==> config.mk <==
export PLATFORM = sky130hd
export DESIGN_NAME = qnc_host_flat
export DESIGN_NICKNAME = d
export VERILOG_FILES = /design/src/rtl/qnc_pkg.sv /design/src/rtl/qnc_if.sv /design/src/rtl/qnc_host.sv /design/src/flat_wrapper.sv
export SDC_FILE = /design/constraint.sdc
export NUM_CORES = 1
export LEC_CHECK = 0
export BUFFER_PORTS_ARGS = -buffer_cell sky130_fd_sc_hd__clkbuf_2
export CORE_ASPECT_RATIO = 1.75
export CORE_MARGIN = 1.5
export CORE_UTILIZATION = 40
export DETAILED_ROUTE_END_ITERATION = 16
export GPL_ROUTABILITY_DRIVEN = 0
export HOLD_SLACK_MARGIN = 0.05
export PLACE_DENSITY = 0.59
export SETUP_SLACK_MARGIN = 0.02
export SKIP_LAST_GASP = 1
export SYNTH_ARGS = -nofsm -noshare
export SYNTH_HDL_FRONTEND = slang
export SYNTH_SLANG_ARGS = --single-unit
==> constraint.sdc <==
create_clock -name i_clk -period 6.2 [get_ports i_clk]
set_clock_uncertainty 0.2 [all_clocks]
set_input_delay 0.93 -clock i_clk [delete_from_list [all_inputs] [get_ports i_clk]]
set_output_delay 0.93 -clock i_clk [all_outputs]
set_load 0.01 [all_outputs]
==> src/rtl/qnc_pkg.sv <==
`default_nettype none
package qnc_pkg;
   // ==========================================================
   // link widths
   localparam int MAG_W   = 15;
   localparam int PHASE_W = 32;
   localparam int OUT_W   = 16;
   localparam int SEL_W   = 2;

   // angle bus target codes
   localparam logic [1:0] SEL_NONE = 2'h0;
   localparam logic [1:0] SEL_DEV  = 2'h1;
   localparam logic [1:0] SEL_TUNE = 2'h2;
   localparam logic [1:0] SEL_BOTH = 2'h3;

   // ==========================================================
   // pipeline
   localparam int PIPE_DEPTH = 22;
   localparam int CORDIC_N   = 16;
   localparam int CORDIC_W   = 18;
   localparam int ANGLE_W    = 16;
   // cordic gain compensation, 0.60725 in 1.15 fixed point
   localparam logic [15:0] GAIN_COMP = 16'h4DBB;
   localparam logic [15:0] HALF_TURN = 16'h8000;
   // atan(2^-i) in units of 2^-16 turn
   localparam logic [15:0] ATAN_TAB [0:15] = '{
      16'h2000, 16'h12E4, 16'h09FB, 16'h0511,
      16'h028B, 16'h0146, 16'h00A3, 16'h0051,
      16'h0029, 16'h0014, 16'h000A, 16'h0005,
      16'h0003, 16'h0001, 16'h0001, 16'h0000};
   localparam logic signed [17:0] SAT_HI = 18'sh0_7FFF;
   localparam logic signed [17:0] SAT_LO = -18'sh0_8000;

   // ==========================================================
   // host register map (apb, byte addresses)
   localparam int          ADDR_W     = 8;
   localparam logic [7:0]  ADDR_CTRL  = 8'h00;
   localparam logic [7:0]  ADDR_MAG   = 8'h04;
   localparam logic [7:0]  ADDR_TUNE  = 8'h08;
   localparam logic [7:0]  ADDR_DEV   = 8'h0C;
   localparam logic [7:0]  ADDR_FIFO  = 8'h10;
   localparam logic [7:0]  ADDR_STAT  = 8'h14;
   localparam int          CTRL_FM    = 0;
   localparam int          CTRL_PM    = 1;
   localparam int          CTRL_STRM  = 2;
   localparam logic [2:0]  CTRL_RESET = 3'h0;
   localparam int          STAT_EMPTY = 0;
   localparam int          STAT_FULL  = 1;
   localparam int          STAT_CNT   = 8;

   // ==========================================================
   // sample fifo
   localparam int FIFO_WIDTH = 32;
   localparam int FIFO_DEPTH = 16;
   localparam int FIFO_CNT_W = 5;

   typedef logic [1:0] qnc_sel_type;
endpackage : qnc_pkg
`default_nettype wire

==> src/rtl/qnc_if.sv <==
`timescale 1ns/10ps
`default_nettype none
interface qnc_if;
   logic [14:0] magnitude_input;
   logic        gain_load_strobe;
   logic [31:0] angle_input_bus;
   logic [1:0]  angle_bus_target_sel;
   logic        freq_mod_select;
   logic        angle_offset_mode;

   modport dev (
      input magnitude_input, gain_load_strobe, angle_input_bus,
            angle_bus_target_sel, freq_mod_select, angle_offset_mode
   );
   modport host (
      output magnitude_input, gain_load_strobe, angle_input_bus,
             angle_bus_target_sel, freq_mod_select, angle_offset_mode
   );
endinterface : qnc_if
`default_nettype wire

==> src/rtl/qnc_host.sv <==
// Chosen here: the APB register port and the address map.
`timescale 1ns/10ps
`default_nettype none
module qnc_fifo #(
   parameter int WIDTH = 32,
   parameter int DEPTH = 16
) (
   input  wire logic                       i_clk,       // clock
   input  wire logic                       i_reset,     // sync reset
   input  wire logic                       i_in_valid,  // push request
   output logic                            o_in_ready,  // not full
   input  wire logic [WIDTH-1:0]           i_in_data,   // push data
   output logic                            o_out_valid, // not empty
   input  wire logic                       i_out_ready, // pop request
   output logic      [WIDTH-1:0]           o_out_data,  // head word
   output logic      [$clog2(DEPTH):0]     o_count      // words held
);
   localparam int AW = $clog2(DEPTH);
   logic [WIDTH-1:0] mem [0:DEPTH-1];
   logic [AW-1:0]    wr_ptr_reg;
   logic [AW-1:0]    rd_ptr_reg;
   logic [AW:0]      cnt_reg;
   logic             push;
   logic             pop;

   assign o_in_ready  = (cnt_reg != (AW+1)'(DEPTH));
   assign o_out_valid = (cnt_reg != '0);
   assign push        = i_in_valid & o_in_ready;
   assign pop         = i_out_ready & o_out_valid;
   assign o_out_data  = mem[rd_ptr_reg];
   assign o_count     = cnt_reg;

   always_ff @(posedge i_clk) begin
      if (push) begin
         mem[wr_ptr_reg] <= i_in_data;
      end
   end

   always_ff @(posedge i_clk) begin
      if (i_reset) begin
         wr_ptr_reg <= '0;
         rd_ptr_reg <= '0;
         cnt_reg    <= '0;
      end else begin
         if (push) begin
            wr_ptr_reg <= wr_ptr_reg + AW'(1);
         end
         if (pop) begin
            rd_ptr_reg <= rd_ptr_reg + AW'(1);
         end
         if (push && !pop) begin
            cnt_reg <= cnt_reg + (AW+1)'(1);
         end else if (pop && !push) begin
            cnt_reg <= cnt_reg - (AW+1)'(1);
         end
      end
   end
endmodule : qnc_fifo

module qnc_host (
   input  wire logic        i_clk,      // system clock
   input  wire logic        i_reset,    // sync reset, active high
   input  wire logic        i_psel,     // apb select
   input  wire logic        i_penable,  // apb access phase
   input  wire logic        i_pwrite,   // apb write
   input  wire logic [7:0]  i_paddr,    // apb byte address
   input  wire logic [31:0] i_pwdata,   // apb write data
   output logic      [31:0] o_prdata,   // apb read data
   output logic             o_pready,   // apb ready
   output logic             o_pslverr,  // apb error, unmapped
   qnc_if.host              link        // control to device
);
   logic [2:0]  ctrl_reg;
   logic [14:0] mag_reg;
   logic        strobe_reg;
   logic [31:0] angle_reg;
   logic [1:0]  sel_reg;
   logic        init_done_reg;
   logic        access;
   logic        wr;
   logic        mapped;
   logic        wr_tune;
   logic        wr_dev;
   logic        fifo_in_ready;
   logic        fifo_out_valid;
   logic        fifo_out_ready;
   logic [31:0] fifo_out_data;
   logic [4:0]  fifo_count;
   logic [31:0] prdata_next;

   // ==========================================================
   // apb decode
   assign access  = i_psel & i_penable;
   assign mapped  = (i_paddr == qnc_pkg::ADDR_CTRL) | (i_paddr == qnc_pkg::ADDR_MAG)
                  | (i_paddr == qnc_pkg::ADDR_TUNE) | (i_paddr == qnc_pkg::ADDR_DEV)
                  | (i_paddr == qnc_pkg::ADDR_FIFO) | (i_paddr == qnc_pkg::ADDR_STAT);
   // a full fifo stalls the bus until the stream drains a word
   assign o_pready  = (i_pwrite && i_paddr == qnc_pkg::ADDR_FIFO) ? fifo_in_ready : 1'b1;
   assign o_pslverr = access & ~mapped;
   assign wr        = access & i_pwrite & o_pready;
   assign wr_tune   = wr & (i_paddr == qnc_pkg::ADDR_TUNE);
   assign wr_dev    = wr & (i_paddr == qnc_pkg::ADDR_DEV);

   always_comb begin
      prdata_next = 32'h0000_0000;
      case (i_paddr)
         qnc_pkg::ADDR_CTRL: prdata_next[2:0] = ctrl_reg;
         qnc_pkg::ADDR_MAG:  prdata_next[14:0] = mag_reg;
         qnc_pkg::ADDR_TUNE: prdata_next = angle_reg;
         qnc_pkg::ADDR_STAT: begin
            prdata_next[qnc_pkg::STAT_EMPTY] = ~fifo_out_valid;
            prdata_next[qnc_pkg::STAT_FULL]  = ~fifo_in_ready;
            prdata_next[qnc_pkg::STAT_CNT +: qnc_pkg::FIFO_CNT_W] = fifo_count;
         end
         default:            prdata_next = 32'h0000_0000;
      endcase
   end

   // captured in the setup cycle, so read data is a flop and stands through access
   always_ff @(posedge i_clk) begin
      if (i_reset) begin
         o_prdata <= 32'h0000_0000;
      end else if (i_psel && !i_penable) begin
         o_prdata <= prdata_next;
      end
   end

   // ==========================================================
   // modulation sample fifo
   assign fifo_out_ready = ctrl_reg[qnc_pkg::CTRL_STRM] & init_done_reg & ~wr_tune & ~wr_dev;

   qnc_fifo #(
      .WIDTH (qnc_pkg::FIFO_WIDTH),
      .DEPTH (qnc_pkg::FIFO_DEPTH)
   ) u_fifo (
      .i_clk       (i_clk),
      .i_reset     (i_reset),
      .i_in_valid  (access & i_pwrite & (i_paddr == qnc_pkg::ADDR_FIFO)),
      .o_in_ready  (fifo_in_ready),
      .i_in_data   (i_pwdata),
      .o_out_valid (fifo_out_valid),
      .i_out_ready (fifo_out_ready),
      .o_out_data  (fifo_out_data),
      .o_count     (fifo_count)
   );

   // ==========================================================
   // mode and amplitude
   always_ff @(posedge i_clk) begin
      if (i_reset) begin
         ctrl_reg <= qnc_pkg::CTRL_RESET;
      end else if (wr && i_paddr == qnc_pkg::ADDR_CTRL) begin
         ctrl_reg <= i_pwdata[2:0];
      end
   end

   always_ff @(posedge i_clk) begin
      if (i_reset) begin
         mag_reg    <= 15'h0000;
         strobe_reg <= 1'b0;
      end else begin
         strobe_reg <= wr && i_paddr == qnc_pkg::ADDR_MAG;
         if (wr && i_paddr == qnc_pkg::ADDR_MAG) begin
            mag_reg <= i_pwdata[14:0];
         end
      end
   end

   // ==========================================================
   // angle bus: bus writes first, then stream samples
   always_ff @(posedge i_clk) begin
      if (i_reset) begin
         angle_reg     <= 32'h0000_0000;
         sel_reg       <= qnc_pkg::SEL_NONE;
         init_done_reg <= 1'b0;
      end else if (!init_done_reg) begin
         // deviation is undefined until written, so clear it once
         angle_reg     <= 32'h0000_0000;
         sel_reg       <= qnc_pkg::SEL_DEV;
         init_done_reg <= 1'b1;
      end else if (wr_tune) begin
         angle_reg <= i_pwdata;
         sel_reg   <= qnc_pkg::SEL_TUNE;
      end else if (wr_dev) begin
         angle_reg <= i_pwdata;
         sel_reg   <= qnc_pkg::SEL_DEV;
      end else if (fifo_out_ready && fifo_out_valid) begin
         angle_reg <= fifo_out_data;
         sel_reg   <= qnc_pkg::SEL_DEV;
      end else begin
         sel_reg <= qnc_pkg::SEL_NONE;
      end
   end

   assign link.magnitude_input      = mag_reg;
   assign link.gain_load_strobe     = strobe_reg;
   assign link.angle_input_bus      = angle_reg;
   assign link.angle_bus_target_sel = sel_reg;
   assign link.freq_mod_select      = ctrl_reg[qnc_pkg::CTRL_FM];
   assign link.angle_offset_mode    = ctrl_reg[qnc_pkg::CTRL_PM];
endmodule : qnc_host
`default_nettype wire

==> src/flat_wrapper.sv <==
// flat-port wrapper written by rule: the top's interface ports become plain ports
module qnc_host_flat 
  (i_clk, i_reset, i_psel, i_penable, i_pwrite, i_paddr, i_pwdata, o_prdata, o_pready, o_pslverr, link_magnitude_input, link_gain_load_strobe, link_angle_input_bus, link_angle_bus_target_sel, link_freq_mod_select, link_angle_offset_mode);
  qnc_if link_i ();
  input  wire logic i_clk;
  input  wire logic i_reset;
  input  wire logic i_psel;
  input  wire logic i_penable;
  input  wire logic i_pwrite;
  input  wire logic [7:0] i_paddr;
  input  wire logic [31:0] i_pwdata;
  output logic      [31:0] o_prdata;
  output logic o_pready;
  output logic o_pslverr;
  output wire logic [$bits(link_i.magnitude_input)-1:0] link_magnitude_input;
  output wire logic [$bits(link_i.gain_load_strobe)-1:0] link_gain_load_strobe;
  output wire logic [$bits(link_i.angle_input_bus)-1:0] link_angle_input_bus;
  output wire logic [$bits(link_i.angle_bus_target_sel)-1:0] link_angle_bus_target_sel;
  output wire logic [$bits(link_i.freq_mod_select)-1:0] link_freq_mod_select;
  output wire logic [$bits(link_i.angle_offset_mode)-1:0] link_angle_offset_mode;
  assign link_magnitude_input = link_i.magnitude_input;
  assign link_gain_load_strobe = link_i.gain_load_strobe;
  assign link_angle_input_bus = link_i.angle_input_bus;
  assign link_angle_bus_target_sel = link_i.angle_bus_target_sel;
  assign link_freq_mod_select = link_i.freq_mod_select;
  assign link_angle_offset_mode = link_i.angle_offset_mode;
  qnc_host u_core (.i_clk(i_clk), .i_reset(i_reset), .i_psel(i_psel), .i_penable(i_penable), .i_pwrite(i_pwrite), .i_paddr(i_paddr), .i_pwdata(i_pwdata), .o_prdata(o_prdata), .o_pready(o_pready), .o_pslverr(o_pslverr), .link(link_i));
endmodule
==> results of run 1 <==
==> routing by layer <==
metal	vias to the layer above	global-route usage, %
li1	5724	-
met1	6869	25.0
met2	439	38.0
met3	105	3.19
met4	0	7.22
met5	-	0
==> cell families after synthesis <==
family	share of synthesized area (%)
compound gates	6.57
xor+xnor	0.367
fa+ha+maj	0.556
buf+inv	1.87
flops	73.0
mux	12.9
simple gates	4.65
==> final timing paths <==
check | from | to | slack [ns] | cells past startpoint
setup / recovery | i_paddr[4] | u_core.u_fifo.o_count[4] | 2.43 | 13
hold / removal | u_core.o_prdata[2] | u_core.o_prdata[2] | 0.28 | 2
setup reg to reg | u_core.u_fifo.o_count[0] | u_core.u_fifo.mem[6][1] | 2.62 | 7
hold reg to reg | u_core.o_prdata[2] | u_core.o_prdata[2] | 0.28 | 2
==> per-stage QoR <==
stage	cell area (µm²)	instances	hold WS [ns]	setup WS (ns)	total power [mW]
floorplan	23900	1383	0.268	1.46	4.59
CTS	27300	2337	0.277	2.50	8.09
detailed placement	25500	2237	0.263	1.87	4.68
global route	27300	2337	0.284	2.23	8.24
finish	27300	2337	0.278	2.43	8.04
global placement	25500	2237	0.244	1.89	4.67
==> cells in the final DEF, fill, tap and decap left out, types with 5 or more instances in the layout <==
cell type,n
clkbuf_16,53
clkbuf_8,12
clkinv_2,5
nand3_1,34
a21oi_2,11
xor2_1,5
edfxtp_1,512
nand2_1,107
clkbuf_1,10
ha_1,9
a22oi_1,26
a21oi_1,57
inv_1,5
a2bb2oi_1,28
nor2_4,12
a21o_1,28
xnor2_1,5
clkbuf_2,130
buf_4,31
clkinv_1,9
nor3_1,10
nor2_1,54
o21ai_0,35
mux4_2,106
bufinv_16,5
dfxtp_1,99
a221oi_1,26
mux2i_1,68
o21ai_1,6
==> power groups by stage <==
stage,Clock (mW),Combinational (mW),Sequential [mW]
floorplan,0,0.0266,4.56
global placement,0,0.113,4.56
detailed placement,0,0.118,4.56
CTS,3.50,0.117,4.47
global route,3.65,0.126,4.46
finish,3.45,0.117,4.47
==> cell type report <==
class / instances / share of cell area (%)
Inverter: 5 / 0.0688
Clock inverter: 25 / 1.01
Multi-Input combinational cell: 675 / 22.4
Clock buffer: 75 / 5.61
Tap cell: 780 / 3.58
Timing Repair Buffer: 162 / 3.31
Sequential cell: 615 / 64.0
==> critical path: stages <==
cell and delay, ns:
clkbuf_2 0.29, nor4_2 0.52, nand4_1 0.16, buf_4 0.34, nand2_1 0.24, ha_1 0.21, inv_1 0.10, fa_1 0.41
a21o_1 0.17, a21oi_1 0.17, xnor2_1 0.09, or3_1 0.30, a21oi_1 0.13
==> flow_metrics.py, run 1 <==
metrics = {
    "clock_tree": {
        "clkSinkCount": 615,
        "path_clk_slew_ns": 0.07,
        "insertion_delay_ns": 0.61,
        "clockBufferDepth": 3,
        "tritoncts": "yes",
        "cts_resized": 0,
        "cts_root_buffer": "clkbuf_16",
        "cts_made_buffers": 53,
        "cts_max_level": 2,
        "postCtsSetupRepairBufs": 0,
        "cts_hold_buffers": 0,
    },
    "power_and_ir_drop": {
        "p_comb_share_pct": 1.5,
        "clkPwrFrac_pct": 43.0,
        "p_sw_mw": 1.62,
        "p_int_mw": 6.42,
        "leakage_nw": 8.55,
        "peakVddDrop_v": 0.000203,
        "seq_power_share_pct": 55.6,
        "p_per_area_mw_per_mm2": 295,
        "sw_frac_of_total_pct": 20.1,
    },
    "die": {
        "core_mm2": 0.0591,
        "dieArea_mm2": 0.0612,
        "initial_core_util_pct": 40.4,
        "die_h_um": 326,
        "io_pins": 131,
        "row_count": 118,
        "chipWidth_um": 188,
    },
    "sta": {
        "tns_ns": 0,
        "worst_slew_pin_slew_ns": 1.29,
        "hold_viol_final": 0,
        "rsz0062_at_grt": "false",
        "setup_viol": 0,
        "drv_slew": 0,
        "finalCriticalPeriod_ns": 3.77,
        "period_share_pct": 60.8,
        "relSlewSlack_pct": 14.0,
        "timing.fmax_mhz": 265,
    },
    "drt": {
        "drtPass1Iterations": 5,
        "met1Wirelength_mm": 24.5,
        "dr_wl_met3_mm": 3.22,
        "routedWlPerCell_um": 27.3,
        "drtIter0Drc": 1391,
        "highest_layer": "met4",
        "drc": 0,
        "via_per_inst": 5.62,
        "dr_wl_met2_mm": 34.2,
        "vias": 13100,
        "ant_nets": 0,
        "wirelength_mm": 63.8,
    },
    "job": {
        "timing.max_cap.violations": 0,
    },
    "setup_path": {
        "arrival_ns": 4.10,
        "path_class": "in2reg",
        "cp-end-kind": "flop",
        "path_max_fanout": 38,
        "required_ns": 6.53,
        "start_kind": "input pin",
    },
    "synthesis": {
        "synth-edff-count": 512,
        "ys_seq_area_share_pct": 73.0,
        "ys_types": 48,
        "yosysMostFrequentCell": "edfxtp_1",
        "ys_top_cells_by_area": "edfxtp_1 64%, mux4_2 10%, dfxtp_1 8.6%",
        "synth_area_mm2": 0.0239,
        "async_flop_share_pct": 0,
        "yosys.area.top_type_share_pct": 64.4,
        "ys_top_cells_by_count": "512 x edfxtp_1, 107 x nand2_1, 106 x mux4_2",
        "syn_nets": 1438,
        "synthCells": 1383,
        "yosys_warnings": 0,
        "postSynthAreaPerCell_um2": 17.3,
        "yosys_register_bits": 615,
        "yosysTopAreaCell": "edfxtp_1",
        "yosys_most_used_dff": "edfxtp_1",
    },
    "finish": {
        "drive_gt1_share_pct": 25.3,
        "largest_register_ffs": 512,
        "area_delta_synth_final_pct": 14.2,
        "regMostFlops": "u_core.u_fifo.mem",
        "final_util_pct": 46.2,
        "fillers": 5116,
        "seqCellArea_mm2": 0.0174,
        "nNetsFinal": 1567,
        "antenna_cells": 0,
        "multi_input_area_mm2": 0.00611,
    },
    "global_routing": {
        "antenna_found_initial": 0,
        "grt_first_pass_wirelength_mm": 93.3,
        "overflow": 0,
        "grt_max_degree": 64,
        "track_usage_pct": 20.9,
        "grt_pass1_vias": 13800,
    },
    "hold_path": {
        "hold_class": "reg2reg",
    },
    "place": {
        "hpwl_mm": 39.9,
        "portBuffers": 130,
    },
    "run_status": {
        "status": "finished clean",
    },
}
Note: power is estimated with default switching activity, not from simulation.
==> inputs of run 2 (changes only) <==
--- a/config.mk
+++ b/config.mk
@@ -5,6 +5,7 @@
 export SDC_FILE = /design/constraint.sdc
 export NUM_CORES = 1
 export LEC_CHECK = 0
+export ABC_AREA = 1
 export BUFFER_PORTS_ARGS = -buffer_cell sky130_fd_sc_hd__clkbuf_2
 export CORE_ASPECT_RATIO = 1.75
 export CORE_MARGIN = 1.5
@@ -12,7 +13,7 @@
 export DETAILED_ROUTE_END_ITERATION = 16
 export GPL_ROUTABILITY_DRIVEN = 0
 export HOLD_SLACK_MARGIN = 0.05
-export PLACE_DENSITY = 0.59
+export PLACE_DENSITY = 0.61
 export SETUP_SLACK_MARGIN = 0.02
 export SKIP_LAST_GASP = 1
 export SYNTH_ARGS = -nofsm -noshare
==> constraint.sdc (replaced) <==
create_clock -name i_clk -period 3.45 [get_ports i_clk]
set_clock_uncertainty 0.2 [all_clocks]
set_input_delay 0.5175 -clock i_clk [delete_from_list [all_inputs] [get_ports i_clk]]
set_output_delay 0.5175 -clock i_clk [all_outputs]
set_load 0.01 [all_outputs]
==> run 2 against run 1 <==
  * First-iteration DRC count up 3.5%
  * Cell count up 52%
  * Worst setup slack worse by 2.1 ns
  * Power up 81%
  * Flip-flop and latch count unchanged
  * Cell area up 9.0%
  * Largest cell class unchanged
==> flow_metrics.py, run 2 <==
metrics = {
    "finish": {
        "regMostFlops": "u_core.u_fifo.mem",
        "drive_gt1_share_pct": 11.3,
        "antenna_cells": 0,
        "largest_register_ffs": 512,
        "area_delta_synth_final_pct": 13.7,
        "nNetsFinal": 2760,
        "final_cells": 3562,
        "stdcell_area_mm2": 0.0297,
        "fillers": 5863,
        "final_common_cell": "nand2_1",
        "mostFrequentLayoutCells": "778 x nand2_1, 512 x edfxtp_1, 414 x nand3_1",
        "final_util_pct": 46.1,
    },
    "clock_tree": {
        "cts_root_buffer": "clkbuf_16",
        "insertion_delay_ns": 0.61,
        "cts_made_buffers": 56,
        "cts_resized": 0,
        "path_clk_slew_ns": 0.07,
        "clkSinkCount": 615,
        "clockBufferDepth": 3,
        "cts_max_level": 2,
        "tritoncts": "yes",
        "cts_hold_buffers": 0,
        "postCtsSetupRepairBufs": 0,
    },
    "die": {
        "io_pins": 131,
        "core_mm2": 0.0645,
        "initial_core_util_pct": 40.6,
        "chipWidth_um": 196,
        "dieArea_mm2": 0.0670,
        "die_h_um": 341,
        "row_count": 123,
    },
    "setup_path": {
        "regToRegStartpoint": "u_core.u_fifo.o_count[0]",
        "cp-end-kind": "flop",
        "slowest_stage": "dfxtp_1",
        "cp_slowest_stage_delay_ns": 0.38,
        "rr_worst_depth": 14,
        "crit_top_cell": "inv_1",
        "crit_cells": 14,
        "path_max_fanout": 6,
        "worst-path-buf-inv": 4,
        "required_ns": 3.74,
        "path_delay_family": "compound AO/OA/AOI/OAI gates",
        "arrival_ns": 3.42,
        "startpoint": "u_core.u_fifo.o_count[0]",
        "path_class": "reg2reg",
        "cp_cell_sequence": "nor2_1 > nand2_1 > nor2_2 > inv_1 > nand3_1 > inv_1 > ha_1 > inv_1 > ha_1 > a21o_1 > a31oi_1 > xor2_1 > o21ai_0 > inv_1",
        "start_kind": "flop",
    },
    "sta": {
        "timing.fmax_mhz": 320,
        "finalCriticalPeriod_ns": 3.13,
        "fin_ws_ns": 0.324,
        "period_share_pct": 90.6,
        "holdWs_ns": 0.139,
        "setup_viol": 0,
        "drv_slew": 0,
        "tns_ns": 0,
        "hold_viol_final": 0,
        "relSlewSlack_pct": 36.4,
        "worst_slew_pin_slew_ns": 0.953,
        "rsz0062_at_grt": "false",
    },
    "synthesis": {
        "async_flop_share_pct": 0,
        "yosysTopAreaCell": "edfxtp_1",
        "yosys_most_used_dff": "edfxtp_1",
        "yosys_register_bits": 615,
        "postSynthAreaPerCell_um2": 10.1,
        "yosys.area.top_type_share_pct": 58.8,
        "ys_top_cells_by_area": "edfxtp_1 59%, nand2_1 11%, nand3_1 7.9%",
        "ys_seq_area_share_pct": 66.7,
        "yosys_warnings": 0,
        "syn_nets": 2655,
        "synth-edff-count": 512,
        "yosysMostFrequentCell": "nand2_1",
        "ys_types": 36,
        "synthCells": 2600,
        "ys_top_cells_by_count": "778 x nand2_1, 512 x edfxtp_1, 414 x nand3_1",
        "synth_area_mm2": 0.0262,
    },
    "place": {
        "portBuffers": 130,
        "dpl_cell_area_mm2": 0.0279,
        "hpwl_mm": 41.3,
        "dp.cells": 3459,
        "place_ws_ns": 0.217,
    },
    "power_and_ir_drop": {
        "leakage_nw": 12.1,
        "peakVddDrop_v": 0.000442,
        "p_per_area_mw_per_mm2": 489,
        "power_mw": 14.5,
    },
    "drt": {
        "via_per_inst": 5.21,
        "vias": 18600,
        "routedWlPerCell_um": 19.7,
        "drtPass1Iterations": 5,
        "ant_nets": 0,
        "wirelength_mm": 70.0,
        "drc": 0,
        "drtIter0Drc": 1440,
    },
    "global_routing": {
        "grt_max_degree": 125,
        "grt_pass1_vias": 18400,
        "antenna_found_initial": 2,
        "track_usage_pct": 20.8,
        "overflow": 0,
        "grt_first_pass_wirelength_mm": 107,
    },
    "hold_path": {
        "min_from": "i_penable",
        "whs_path_depth": 4,
        "hold_class": "in2reg",
    },
    "run_status": {
        "status": "finished clean",
    },
    "job": {
        "timing.max_cap.violations": 0,
    },
}
run 2: path summary, 6_finish.rpt:
kind | endpoint | slack [ns]
setup reg to reg | u_core.u_fifo.o_count[3] | 0.32
hold reg to reg | u_core.o_prdata[25] | 0.27
setup / recovery | u_core.u_fifo.o_count[3] | 0.32
hold / removal | u_core.o_prdata[9] | 0.14
run 2: worst register-to-register path: stages, from the launching register on:
cell     delay, ns
dfxtp_1       0.38
nor2_1        0.18
nand2_1       0.09
nor2_2        0.19
inv_1         0.09
nand3_1       0.18
inv_1         0.14
ha_1          0.24
inv_1         0.17
ha_1          0.31
a21o_1        0.19
a31oi_1       0.18
xor2_1        0.11
o21ai_0       0.28
inv_1         0.09
run 2: cells by family (layout without fill, tap and decap cells):
kind of cell	count (synthesis)	count (layout)	share of synthesized area, %
simple gates	1318	1318	21.3
flops	615	615	66.7
buf+inv	476	626	7.50
compound gates	177	177	3.92
fa+ha+maj	10	10	0.507
xor+xnor	4	4	0.134
run 2: final cells by class:
class,count,area [µm²],share of cell area [%]
clock buffer,73,1540,5.17
clock inverter,30,302,1.01
inverter,334,1260,4.24
multi-input combinational,1509,6880,23.1
sequential,615,17400,58.7
tap,812,1020,3.42
timing repair buffer,189,1280,4.31
run 2: where the power goes:
group / internal (mW) / switching (mW)
sequential: 8.03 / 0.00360
clock: 3.52 / 2.74
combinational: 0.0391 / 0.180
run 2: routing by layer:
metal | share of wire, % | track usage (%)
met4 | 3.4 | 7.77
met5 | 0 | 0
met3 | 5.9 | 2.47
met1 | 40 | 25.7
met2 | 51 | 37.2
